File: src/hw/dacrb_pkg.sv
package dacrb_pkg;
    localparam int          DW          = 16;
    localparam int          NCH         = 16;
    localparam int          GRP         = 8;
    localparam int          FRAME_W     = 24;
    localparam logic [4:0]  FRAME_BITS  = 5'h18;
    // request kinds carried in the address byte
    localparam logic [2:0]  KIND_INPUT   = 3'h0;
    localparam logic [2:0]  KIND_GAIN    = 3'h1;
    localparam logic [2:0]  KIND_OFFS    = 3'h2;
    localparam logic [2:0]  KIND_SPECIAL = 3'h3;
    localparam logic [2:0]  KIND_INPUT_B = 3'h4;
    // special register numbers in the channel field
    localparam logic [3:0]  SPC_CONTROL  = 4'h0;
    localparam logic [3:0]  SPC_MONITOR  = 4'h1;
    localparam logic [3:0]  SPC_GPIO     = 4'h2;
    localparam logic [3:0]  SPC_GRP0_OFS = 4'h3;
    localparam logic [3:0]  SPC_GRP1_OFS = 4'h4;
    localparam logic [3:0]  SPC_ABSEL0   = 4'h5;
    localparam logic [3:0]  SPC_ABSEL1   = 4'h6;
    // control and gpio register fields, monitor and offset widths
    localparam int          CTL_TEMP_EN   = 0;
    localparam int          CTL_PWR_DOWN  = 1;
    localparam int          CTL_BANK_SEL  = 2;
    localparam int          CTL_PKT_ERR   = 3;
    localparam int          CTL_OVER_TEMP = 4;
    localparam int          GPIO_DATA     = 0;
    localparam int          GPIO_DIR      = 1;
    localparam int          MON_W         = 6;
    localparam int          OFS_W         = 14;
    // reset values and calibration midscale
    localparam logic [15:0] INPUT_RST   = 16'h8000;
    localparam logic [15:0] GAIN_RST    = 16'hFFFF;
    localparam logic [15:0] OFFS_RST    = 16'h8000;
    localparam logic [15:0] CAL_RST     = 16'h8000;
    localparam logic [13:0] GRP_OFS_RST = 14'h2000;
    localparam logic [16:0] CAL_BIAS    = 17'h08000;
    // synchroniser lanes
    localparam int          PIN_N       = 7;
    localparam int          PIN_SCLK    = 0;
    localparam int          PIN_FRAME   = 1;
    localparam int          PIN_DIN     = 2;
    localparam int          PIN_LOAD    = 3;
    localparam int          PIN_CODING  = 4;
    localparam int          PIN_HOT     = 5;
    localparam int          PIN_GPIO    = 6;
    localparam logic [6:0]  PIN_RST     = 7'h0A;

    typedef struct packed {
        logic        rd;
        logic [2:0]  kind;
        logic [3:0]  chan;
        logic [15:0] data;
    } dacrb_frame_t;
endpackage

File: src/hw/dacrb_calc.sv
`timescale 1ns/1ps
module dacrb_calc
    import dacrb_pkg::*;
(
    input  wire logic [DW-1:0] x,
    input  wire logic [DW-1:0] m,
    input  wire logic [DW-1:0] c,
    output logic      [DW-1:0] y
);
    // shared multiply-add
    logic [16:0] m_plus;
    logic [32:0] prod;
    logic [18:0] sum;
    assign m_plus = {1'b0, m} + 17'h00001;
    assign prod   = {17'h00000, x} * {16'h0000, m_plus};
    // scaled + c - midscale, kept signed in 19 bits
    assign sum    = {2'b00, prod[32:16]} + {3'b000, c} - {2'b00, CAL_BIAS};
    // saturate rather than wrap: a wrapped code would swing the output rail to rail
    assign y      = sum[18] ? 16'h0000 : (|sum[17:16] ? 16'hFFFF : sum[15:0]);
endmodule

File: src/hw/dacrb_bank.sv
`timescale 1ns/1ps
// How it works
// coding_select high converts two's complement input data to offset binary.
// channels 0-7 form group zero, 8-15 group one, for shared settings.
// each channel has writable input bank first and bank second registers.
// each channel has a writable gain trim scaling its input data.
// each channel has a writable offset trim added after scaling.
// calibrated first/second registers hold results, never host readable or writable.
// final converter register loads only from a calibrated register.
// two writable 14-bit group offset levels, one per group.
// control bit 4 reads the over-temperature indication.
// control bit 3 sets on a packet failure, clears when control is read.
// control bit 2 steers all input writes to bank first or second.
// control bit 1 commands soft power-down of the outputs.
// control bit 0 enables automatic thermal shutdown.
// monitor bit 5 enables the mux; bits 3-0 pick the channel.
// monitor bit 4 routes external input zero or one per bit 0.
// gpio bit 1 sets the pin direction, 1 meaning output.
// gpio bit 0 captures the pin as input, drives it as output.
// writes to input, gain or offset trim recompute the matching calibrated bank.
// per-group 8-bit select picks calibrated first or second per channel.
// load_outputs_n falling copies the selected calibrated values to converters.
// one multiplier and adder serve all channels, one update per cycle.
// unused upper bits read zero and ignore writes.
module dacrb_bank
    import dacrb_pkg::*;
(
    input  wire logic                ref_clk,
    input  wire logic                rst_b,
    input  wire logic                spi_clk,
    input  wire logic                spi_frame_n,
    input  wire logic                spi_din,
    output logic                     spi_dout,
    input  wire logic                load_outputs_n,
    input  wire logic                coding_select,
    input  wire logic                over_temp,
    input  wire logic                gpio_in,
    output logic                     gpio_out,
    output logic                     gpio_oe,
    output logic                     outputs_powered_down,
    output logic                     temp_shutdown_en,
    output logic [MON_W-1:0]         monitor_select,
    output logic [OFS_W-1:0]         group0_offset_level,
    output logic [OFS_W-1:0]         group1_offset_level,
    output logic [NCH*DW-1:0]        dac_code
);
    logic [PIN_N-1:0]   s1, s2, s3, lvl, lvl_d;
    logic [4:0]         bit_cnt;
    logic [FRAME_W-1:0] rx, tx, read_word;
    logic [DW-1:0]      input_bank_first  [NCH];
    logic [DW-1:0]      input_bank_second [NCH];
    logic [DW-1:0]      gain_trim         [NCH];
    logic [DW-1:0]      offset_trim       [NCH];
    logic [DW-1:0]      calibrated_first  [NCH];
    logic [DW-1:0]      calibrated_second [NCH];
    logic [DW-1:0]      dac_reg           [NCH];
    logic [2*NCH-1:0]   pend, next_pend, set_mask, done_mask;
    logic [NCH-1:0]     absel;
    logic               temp_en, pwr_down, bank_sel, packet_check_flag;
    logic               gpio_dir, gpio_data;

    // pins from outside: three flops, a change counts once the 2nd and 3rd agree
    always_ff @(posedge ref_clk) begin
        if (!rst_b) begin
            s1    <= PIN_RST;
            s2    <= PIN_RST;
            s3    <= PIN_RST;
            lvl   <= PIN_RST;
            lvl_d <= PIN_RST;
        end else begin
            s1    <= {gpio_in, over_temp, coding_select, load_outputs_n,
                      spi_din, spi_frame_n, spi_clk};
            s2    <= s1;
            s3    <= s2;
            lvl   <= (s2 & s3) | (lvl & (s2 ^ s3));
            lvl_d <= lvl;
        end
    end

    logic sclk_rise, sclk_fall, frame_start, frame_end, frame_on, load_fall, ot, twos;
    assign sclk_rise   = lvl[PIN_SCLK] & ~lvl_d[PIN_SCLK];
    assign sclk_fall   = ~lvl[PIN_SCLK] & lvl_d[PIN_SCLK];
    assign frame_start = ~lvl[PIN_FRAME] & lvl_d[PIN_FRAME];
    assign frame_end   = lvl[PIN_FRAME] & ~lvl_d[PIN_FRAME];
    assign frame_on    = ~lvl[PIN_FRAME];
    assign load_fall   = ~lvl[PIN_LOAD] & lvl_d[PIN_LOAD];
    assign ot          = lvl[PIN_HOT];
    assign twos        = lvl[PIN_CODING];

    // serial port: sample on clock rise, shift out on clock fall
    always_ff @(posedge ref_clk) begin
        if (!rst_b) begin
            bit_cnt <= 5'h00;
            rx      <= 24'h000000;
            tx      <= 24'h000000;
        end else if (frame_start) begin
            bit_cnt <= 5'h00;
            tx      <= read_word;
        end else if (frame_on && sclk_rise) begin
            rx      <= {rx[FRAME_W-2:0], lvl[PIN_DIN]};
            bit_cnt <= (bit_cnt == 5'h1F) ? bit_cnt : bit_cnt + 5'h01;
        end else if (frame_on && sclk_fall) begin
            tx      <= {tx[FRAME_W-2:0], 1'b0};
        end
    end
    assign spi_dout = tx[FRAME_W-1];

    dacrb_frame_t f;
    logic         commit, bad_frame, wr, rd, is_spc;
    assign f         = dacrb_frame_t'(rx);
    assign commit    = frame_end && (bit_cnt == FRAME_BITS);
    assign bad_frame = frame_end && (bit_cnt != FRAME_BITS) && (bit_cnt != 5'h00);
    assign wr        = commit && !f.rd;
    assign rd        = commit && f.rd;
    assign is_spc    = f.kind == KIND_SPECIAL;

    // convert two's complement to offset binary by flipping the sign bit
    logic [DW-1:0] in_code;
    assign in_code = twos ? {~f.data[DW-1], f.data[DW-2:0]} : f.data;

    // narrow registers read back zero-extended
    function automatic logic [DW-1:0] rd_mux(input dacrb_frame_t a);
        logic [DW-1:0] r;
        r = 16'h0000;
        case (a.kind)
            KIND_INPUT:   r = input_bank_first[a.chan];
            KIND_INPUT_B: r = input_bank_second[a.chan];
            KIND_GAIN:    r = gain_trim[a.chan];
            KIND_OFFS:    r = offset_trim[a.chan];
            KIND_SPECIAL: begin
                case (a.chan)
                    // live over-temperature bit
                    SPC_CONTROL:  r = {11'h000, ot, packet_check_flag, bank_sel,
                                       pwr_down, temp_en};
                    SPC_MONITOR:  r = {10'h000, monitor_select};
                    // input mode reads the synchronised pin
                    SPC_GPIO:     r = {14'h0000, gpio_dir, gpio_dir ? gpio_data : lvl[PIN_GPIO]};
                    SPC_GRP0_OFS: r = {2'b00, group0_offset_level};
                    SPC_GRP1_OFS: r = {2'b00, group1_offset_level};
                    SPC_ABSEL0:   r = {8'h00, absel[GRP-1:0]};
                    SPC_ABSEL1:   r = {8'h00, absel[NCH-1:GRP]};
                    default:      r = 16'h0000;
                endcase
            end
            default:      r = 16'h0000;
        endcase
        return r;
    endfunction

    // control, monitor, gpio, group settings
    always_ff @(posedge ref_clk) begin
        if (!rst_b) begin
            temp_en             <= 1'b0;
            pwr_down            <= 1'b0;
            bank_sel            <= 1'b0;
            packet_check_flag   <= 1'b0;
            monitor_select      <= 6'h00;
            gpio_dir            <= 1'b0;
            gpio_data           <= 1'b0;
            group0_offset_level <= GRP_OFS_RST;
            group1_offset_level <= GRP_OFS_RST;
            absel               <= 16'h0000;
            read_word           <= 24'h000000;
        end else begin
            // a failing frame wins over the clearing read
            if (bad_frame)
                packet_check_flag <= 1'b1;
            else if (rd && is_spc && f.chan == SPC_CONTROL)
                packet_check_flag <= 1'b0;
            if (rd)
                read_word <= {8'h00, rd_mux(f)};
            if (wr && is_spc) begin
                case (f.chan)
                    // writable control bits; status bits ignore writes
                    SPC_CONTROL: begin
                        temp_en  <= f.data[CTL_TEMP_EN];
                        pwr_down <= f.data[CTL_PWR_DOWN];
                        bank_sel <= f.data[CTL_BANK_SEL];
                    end
                    // mux enable, external flag and selection
                    SPC_MONITOR:  monitor_select <= f.data[MON_W-1:0];
                    // direction and driven level
                    SPC_GPIO: begin
                        gpio_dir  <= f.data[GPIO_DIR];
                        gpio_data <= f.data[GPIO_DATA];
                    end
                    // 14-bit group offsets, upper bits dropped
                    SPC_GRP0_OFS: group0_offset_level <= f.data[OFS_W-1:0];
                    SPC_GRP1_OFS: group1_offset_level <= f.data[OFS_W-1:0];
                    // one select byte per group
                    SPC_ABSEL0:   absel[GRP-1:0]   <= f.data[GRP-1:0];
                    SPC_ABSEL1:   absel[NCH-1:GRP] <= f.data[GRP-1:0];
                    default:      ;
                endcase
            end
        end
    end

    // thermal shutdown only acts while enabled
    always_ff @(posedge ref_clk) begin
        if (!rst_b) begin
            outputs_powered_down <= 1'b0;
            temp_shutdown_en     <= 1'b0;
            gpio_out             <= 1'b0;
            gpio_oe              <= 1'b0;
        end else begin
            // soft or thermal power-down
            outputs_powered_down <= pwr_down | (temp_en & ot);
            temp_shutdown_en     <= temp_en;
            gpio_out             <= gpio_data;
            gpio_oe              <= gpio_dir;
        end
    end

    // lowest pending index first; index is {bank, channel}
    function automatic logic [4:0] first_set(input logic [2*NCH-1:0] v);
        logic [4:0] idx;
        idx = 5'h00;
        for (int i = 2*NCH-1; i >= 0; i--) begin
            if (v[i])
                idx = 5'(i);
        end
        return idx;
    endfunction

    logic          sel_valid, set_bank;
    logic [4:0]    sel_idx;
    logic [3:0]    sel_ch;
    logic [DW-1:0] calc_x, calc_y;
    assign sel_valid = |pend;
    assign sel_idx   = first_set(pend);
    assign sel_ch    = sel_idx[3:0];
    assign calc_x    = sel_idx[4] ? input_bank_second[sel_ch] : input_bank_first[sel_ch];
    // input writes mark their bank, trim writes the bank that control bit 2 names
    assign set_bank  = bank_sel;
    assign set_mask  = (wr && (f.kind == KIND_INPUT || f.kind == KIND_GAIN
                        || f.kind == KIND_OFFS)) ? (32'h1 << {set_bank, f.chan}) : 32'h0;
    assign done_mask = sel_valid ? (32'h1 << sel_idx) : 32'h0;
    // a write landing on the entry being computed keeps it pending
    assign next_pend = (pend & ~done_mask) | set_mask;

    // one channel through the datapath per cycle
    dacrb_calc u_calc (
        .x (calc_x),
        .m (gain_trim[sel_ch]),
        .c (offset_trim[sel_ch]),
        .y (calc_y)
    );

    always_ff @(posedge ref_clk) begin
        if (!rst_b) begin
            pend <= 32'h0;
            for (int i = 0; i < NCH; i++) begin
                input_bank_first[i]  <= INPUT_RST;
                input_bank_second[i] <= INPUT_RST;
                gain_trim[i]         <= GAIN_RST;
                offset_trim[i]       <= OFFS_RST;
                calibrated_first[i]  <= CAL_RST;
                calibrated_second[i] <= CAL_RST;
                dac_reg[i]           <= CAL_RST;
            end
        end else begin
            pend <= next_pend;
            if (wr) begin
                case (f.kind)
                    // bank chosen globally by control bit 2
                    KIND_INPUT: begin
                        if (bank_sel)
                            input_bank_second[f.chan] <= in_code;
                        else
                            input_bank_first[f.chan]  <= in_code;
                    end
                    // gain trim
                    KIND_GAIN:  gain_trim[f.chan]   <= f.data;
                    // offset trim
                    KIND_OFFS:  offset_trim[f.chan] <= f.data;
                    default:    ;
                endcase
            end
            // calibrated registers written only by the datapath
            if (sel_valid) begin
                if (sel_idx[4])
                    calibrated_second[sel_ch] <= calc_y;
                else
                    calibrated_first[sel_ch]  <= calc_y;
            end
            // simultaneous load from the selected calibrated bank
            if (load_fall) begin
                for (int i = 0; i < NCH; i++)
                    dac_reg[i] <= absel[i] ? calibrated_second[i] : calibrated_first[i];
            end
        end
    end

    for (genvar g = 0; g < NCH; g++) begin : g_out
        assign dac_code[g*DW +: DW] = dac_reg[g];
    end
endmodule

File: config.mk
export PLATFORM = sky130hd
export DESIGN_NAME = dacrb_bank
export DESIGN_NICKNAME = d
export VERILOG_FILES = /design/src/hw/dacrb_pkg.sv /design/src/hw/dacrb_calc.sv /design/src/hw/dacrb_bank.sv
export SDC_FILE = /design/constraint.sdc
export NUM_CORES = 2
export LEC_CHECK = 0
export BUFFER_PORTS_ARGS = -buffer_cell sky130_fd_sc_hd__buf_2
export CELL_PAD_IN_SITES_DETAIL_PLACEMENT = 1
export CELL_PAD_IN_SITES_GLOBAL_PLACEMENT = 2
export CORE_MARGIN = 3
export CORE_UTILIZATION = 44
export DETAILED_ROUTE_END_ITERATION = 10
export GPL_TIMING_DRIVEN = 0
export PLACE_DENSITY_LB_ADDON = 0.1
export SETUP_SLACK_MARGIN = 0.3
export SYNTH_ARGS = -nofsm -noshare
export SYNTH_HDL_FRONTEND = slang
export SYNTH_HIERARCHICAL = 1
export SYNTH_SLANG_ARGS = --single-unit
File: constraint.sdc
create_clock -name ref_clk -period 21.6 [get_ports ref_clk]
set_input_delay 1.08 -clock ref_clk [delete_from_list [all_inputs] [get_ports ref_clk]]
set_output_delay 1.08 -clock ref_clk [all_outputs]
set_load 0.02 [all_outputs]
; Word-level counts from Yosys, hierarchy flattened
; Memories as Yosys holds them, arrays and structs flattened. A register that Yosys moved wholly into a read port is not among the register bits.
; Index checks and enable logic that the tools add are counted.
[classes]
n_addsub = 4
n_mul = 1
div_mod_pow = 0
n_lt_le_gt_ge = 0
eq_ne = 14
shift = 2
muxes = 134
bitwise_logic = 39
n_reduce_logical = 38
[op_table]
columns = operator, count
row1 = two-way mux 16 bit, 42
row2 = two-way mux 5 bit, 32
row3 = case mux 14 bit (7 select lines), 1
row4 = OR reduction 16 bit, 6
row5 = case mux 16 bit (5 select lines), 1
row6 = two-way mux 24 bit, 3
row7 = two-way mux 32 bit, 2
row8 = "left shift 1 x 5 -> 32 bit, first input constant", 2
row9 = two-way mux 4 bit, 14
row10 = two-way mux 1 bit, 39
row11 = multiplier 16 x 17 -> 33 bit, 1
row12 = AND 32 bit, 1
row13 = inverter 32 bit, 1
row14 = OR 32 bit, 1
row15 = OR reduction 32 bit, 1
row16 = AND reduction 2 bit, 10
row17 = "subtractor 19 x 16 -> 19 bit, second input constant", 1
row18 = adder 17 x 16 -> 18 bit, 1
row19 = "adder 16 x 1 -> 17 bit, second input constant", 1
row20 = OR 1 bit, 17
row21 = AND 7 bit, 2
row22 = "equality test 4 x 3 -> 1 bit, second input constant", 3
row23 = logical AND 1 bit, 11
row24 = "equality test 5 bit, second input constant", 2
row25 = 19 further kinds, 37
[word_totals]
regBits = 193
latch_bits = 0
mem_bits_rw = 1792
rom_bits = 0
input_bits = 9
output_inout_bits = 295
wordCells = 264
memories = 7
[memory_table]
columns = memory, words, width, read_ports, rd_ports_with_merged_regs, write_ports, line_no
row1 = calibrated_first, 16, 16, 16, 0, 16, dacrb_bank.sv:54  ; logic [DW-1:0] calibrated_first [NCH];
row2 = calibrated_second, 16, 16, 16, 0, 16, dacrb_bank.sv:55  ; logic [DW-1:0] calibrated_second [NCH];
row3 = dac_reg, 16, 16, 16, 0, 16, dacrb_bank.sv:56  ; logic [DW-1:0] dac_reg [NCH];
row4 = gain_trim, 16, 16, 2, 1, 16, dacrb_bank.sv:52  ; logic [DW-1:0] gain_trim [NCH];
row5 = input_bank_first, 16, 16, 2, 1, 16, dacrb_bank.sv:50  ; logic [DW-1:0] input_bank_first [NCH];
row6 = input_bank_second, 16, 16, 2, 1, 16, dacrb_bank.sv:51  ; logic [DW-1:0] input_bank_second [NCH];
row7 = 1 more memories, -, -, -, -, -, -

; Logic depth before layout (Yosys ltp)
; An unclocked memory read counts as a cell.
[logic_depth]
word_depth = 41
ltp_mapped = 54
mapped_depth_nobuf = 47

; Cells and area by module
; The synthesis kept the hierarchy.
[by_module_without_submodules]
columns = module, instances, cells_each, area_each_um2, seq_area_each_um2
row1 = dacrb_bank, 1, 7544, 94834.7, 57735.4
row2 = dacrb_calc, 1, 1140, 9903.2, 0.0

; Least setup slack after synthesis
; OpenSTA, ideal clock, no wires.
[synth_path]
kind = register to register
startpoint = register lvl_d[3]
endpoint = memory dac_reg[0][0], enable pin
setup_ps = 1227
t_arrival_ps = 18158
required_ps = 20373
slack_ps = 2215
path_stages_with_launch = 3
n_path_buf = 0
period_less_slack_ps = 19385
path_cell_list = dfxtp_1 -> inv_1 -> o21ai_0
[synth_lines]
columns = element, line_no
row1 = from (decl), dacrb_bank.sv:47  ; logic [PIN_N-1:0] s1, s2, s3, lvl, lvl_d;
row2 = from (signal assigned), dacrb_bank.sv:76  ; lvl_d <= lvl;
row3 = to (decl), dacrb_bank.sv:56

==> impl_summary.txt <==
----------------------------------------------------
[Place]
  Standard cell area after detailed placement ... 0.113 mm^2
  IO buf count ... 303
  Final RePlAce weighted congestion ... 1.01
  Post-DP HPWL ... 367000 um

[Logic synthesis]
  Mean Syn Cell Area ... 12.1 um^2
  Mapped Area ... 0.105 mm^2
  Yosys warns ... 6
  Number of instances in the synthesized netlist ... 8684
  Number of library cell types mapped by synthesis ... 93
  Part of the Yosys area used for sequential elements ... 55.1%
  Ys flop type ... edfxtp_1
  Fraction of synthesis flops using an asynchronous set or reset pin ... 0%
  Number of nets produced by synthesis ... 9047
  Flip-flop and latch count after synthesis ... 1988
  Number of enable flip-flop cells after synthesis ... 1792

[Global routing]
  Global Route Usage Sum ... 39.7%
  Number of antenna violations at the first check in global routing ... 50
  Overflow left after global routing ... 0
  Via count of the first global-routing pass ... 80864
  Largest net degree at the start of global routing ... 36
  First-pass GRT wire length ... 666000 um

[Die]
  Standard cell core area ... 0.236 mm^2
  Top-level I/O count ... 304
  Initial Utilization ... 44.4%
  Die Wd ... 494 um
  Area of the die ... 0.244 mm^2
  Site row count ... 178
  Vertical die dimension ... 494 um

[Clock tree]
  Worst-path clk slew ... 0.06 ns
  Clk sink count ... 1988
  Number of CTS-inserted buffers ... 215
  Insertion delay to the later sink of the worst-skew pair ... 0.96 ns
  Clock tree from TritonCTS ... done
  Total number of H-tree levels ... 4
  Clk buf depth ... 3
  Clock root buffer ... clkbuf_16
  Total setup buffers inserted after CTS ... 0
  Hold buffer count at CTS ... 0
  Post-cts sizing count ... 0

[STA]
  Count of final setup violators ... 0
  Slew at the pin closest to its max-slew limit ... 1.59 ns
  Final setup skew ... 0.0861 ns
  Relative slew slack ... -6.15%
  Final Hold Viols ... 0
  Final Slew Violations ... 111
  Crit share post-route ... 81.6%
  Min cycle time layout ... 17.63 ns
  RSZ-0062 raised after global routing ... no
  Upper clock frequency limit ... 0.0567 GHz

[Critical path]
  Worst R2R Setup Slack ... 3.97 ns
  Cell family with most CP delay ... compound AO/OA/AOI/OAI gates
  Critical Path Sink Type ... register
  Data required time of the critical path ... 22.34 ns
  Slowest library cell on the worst path ... clkbuf_1
  Worst Setup Path Type ... register to register
  Crit path max fanout ... 10
  RR Startpoint ... pend[21]
  Count of cells along the worst register-to-register path ... 51
  Buffer and inverter count on the worst path ... 11
  Most frequent cell on the critical path ... fa_1
  Arrival @ worst endpoint ... 18.37 ns
  Type of element launching the critical path ... register
  Largest stage delay on the critical path ... 1.16 ns
  Capture point of the worst reg-to-reg path ... calibrated_first[13][13]

[Hold path]
  Hold Crit Endpoint ... s1[3]
  Startpoint of the lowest-slack hold path ... load_outputs_n
  Worst hold path depth ... 2
  Class of the tightest hold or removal check ... input pin to register

[Layout]
  Total number of nets in the final design ... 9663
  Most common cell after layout, fill and taps aside ... edfxtp_1
  Growth of design area from synthesis to finish ... 14.5%
  Sequential cell area ... 0.0577 mm^2
  Total area of multi-input combinational cells ... 0.0436 mm^2
  Share of layout cells above drive strength 1 ... 17.0%
  Filler cell count ... 24422
  Final core utilization ... 50.8%
  Commonest non-fill, non-tap cells in the layout ... 1792 x edfxtp_1, 1337 x and2_1, 1303 x nand2_1
  Cell area after layout ... 0.120 mm^2

[Outcome]
  Violated checks ... capacitance limit, slew limit
  Status ... finished, violations left

[Drt]
  Routed len/inst ... 38.7 um
  Number of DRC markers in iteration 0 ... 10961
  Total via count in the routed design ... 80140
  Total routed wirelength ... 490000 um
  Post-route ant nets ... 0
  Number of iterations in the first detailed-routing pass ... 6
  Remaining routing DRC violations ... 0
  Avg Vias per Cell ... 6.32

[Power]
  Largest vdd supply drop ... 0.337 mV
  Total power per unit cell area ... 135 mW/mm^2
  Leakage power summed over all cells ... 43.7 nW

[Run]
  Max capacitance violation total ... 12

----------------------------------------------------
## worst max-delay path by stage
stage / startpoint / to / slack, ns / cells after the start
floorplan: lvl_d[3] / dac_reg[0][0] / 2.22 / 2
global placement: lvl[3] / dac_reg[0][228] / -4.47 / 1
detailed placement: pend[21] / calibrated_first[4][14] / 4.40 / 50
CTS: pend[21] / calibrated_first[13][13] / 4.23 / 51
global route: pend[21] / calibrated_first[13][13] / 3.51 / 51
finish: pend[21] / calibrated_first[13][13] / 3.97 / 51
## metal layers
| metal | track usage (%) | vias up | wire length [um] |
|---|---|---|---|
| met5 | 0 | - | 22 |
| met3 | 9.11 | 1430 | 49700 |
| li1 | - | 32030 | - |
| met1 | 49.7 | 41507 | 180000 |
| met4 | 28.2 | 4 | 41800 |
| met2 | 60.9 | 5169 | 219000 |
## power by group
part	internal (mW)	total, mW	switching, mW
sequential	4.35	4.43	0.0836
combinational	2.12	7.88	5.76
clock	2.14	3.83	1.69
## synth_stat cells (12+ instances only)
master / n / area share [%]
a21oi_1: 135 / 0.65
inv_1: 274 / 0.98
o221ai_1: 24 / 0.20
or2_2: 261 / 1.6
o22ai_1: 50 / 0.30
clkbuf_1: 534 / 1.9
or4_1: 34 / 0.24
a311oi_1: 195 / 1.6
nand3_1: 100 / 0.48
nand2b_1: 41 / 0.24
nor4_1: 39 / 0.23
dfxtp_1: 196 / 3.7
nor2b_1: 128 / 0.76
buf_2: 106 / 0.51
buf_1: 35 / 0.13
a22o_1: 15 / 0.13
o21ai_0: 99 / 0.47
edfxtp_1: 1792 / 51
mux2i_1: 363 / 3.5
and3_1: 188 / 1.1
buf_4: 22 / 0.16
a31oi_1: 32 / 0.19
or3_1: 39 / 0.23
a21o_1: 18 / 0.13
nand2_1: 1303 / 4.7
fa_1: 208 / 4.0
o21ai_1: 12 / 0.057
xor2_1: 21 / 0.18
nor3_1: 22 / 0.11
ha_1: 146 / 1.7
xnor2_1: 25 / 0.21
a22oi_1: 28 / 0.20
nor2_1: 307 / 1.1
and2_1: 1337 / 8.0
mux4_2: 320 / 6.9
a21boi_0: 56 / 0.40
## through the flow
step / setup slack (ns) / hold WS [ns] / power [mW] / TNS [ns] / std cells
after global placement: -4.47 / 0.405 / 12.4 / -1118.64 / 12137
after global routing: 3.51 / 0.322 / 16.7 / 0 / 12634
after floorplan: 2.22 / 0.386 / 8.53 / 0 / 8684
final: 3.97 / 0.342 / 16.1 / 0 / 12672
after CTS: 4.23 / 0.316 / 16.2 / 0 / 12632
after detailed placement: 4.40 / 0.410 / 12.4 / 0 / 12232
## logic make-up (layout without fill, tap and decap cells)
kind of cell | after synthesis | count (layout) | synth area share, %
XOR/XNOR | 46 | 46 | 0.385
buffers and inverters | 987 | 1786 | 3.82
AO/OA/AOI/OAI | 775 | 775 | 5.39
other | 0 | 39 | 0
multiplexers | 683 | 683 | 10.4
flip-flops | 1988 | 1988 | 55.1
adder cells (fa/ha/maj) | 354 | 354 | 5.72
AND/OR/NAND/NOR | 3851 | 3851 | 19.2
## area by class of cell
type,count,share of cell area [%]
Antenna cell,39,0.0814
Multi-Input combinational cell,5709,36.4
Tap cell,3150,3.29
Clock buffer,269,4.76
Sequential cell,1988,48.2
Timing Repair Buffer,399,2.68
Clock inverter,131,1.25
Inverter,275,0.861
Buffer,712,2.51
(Power assumes the default switching activity.)
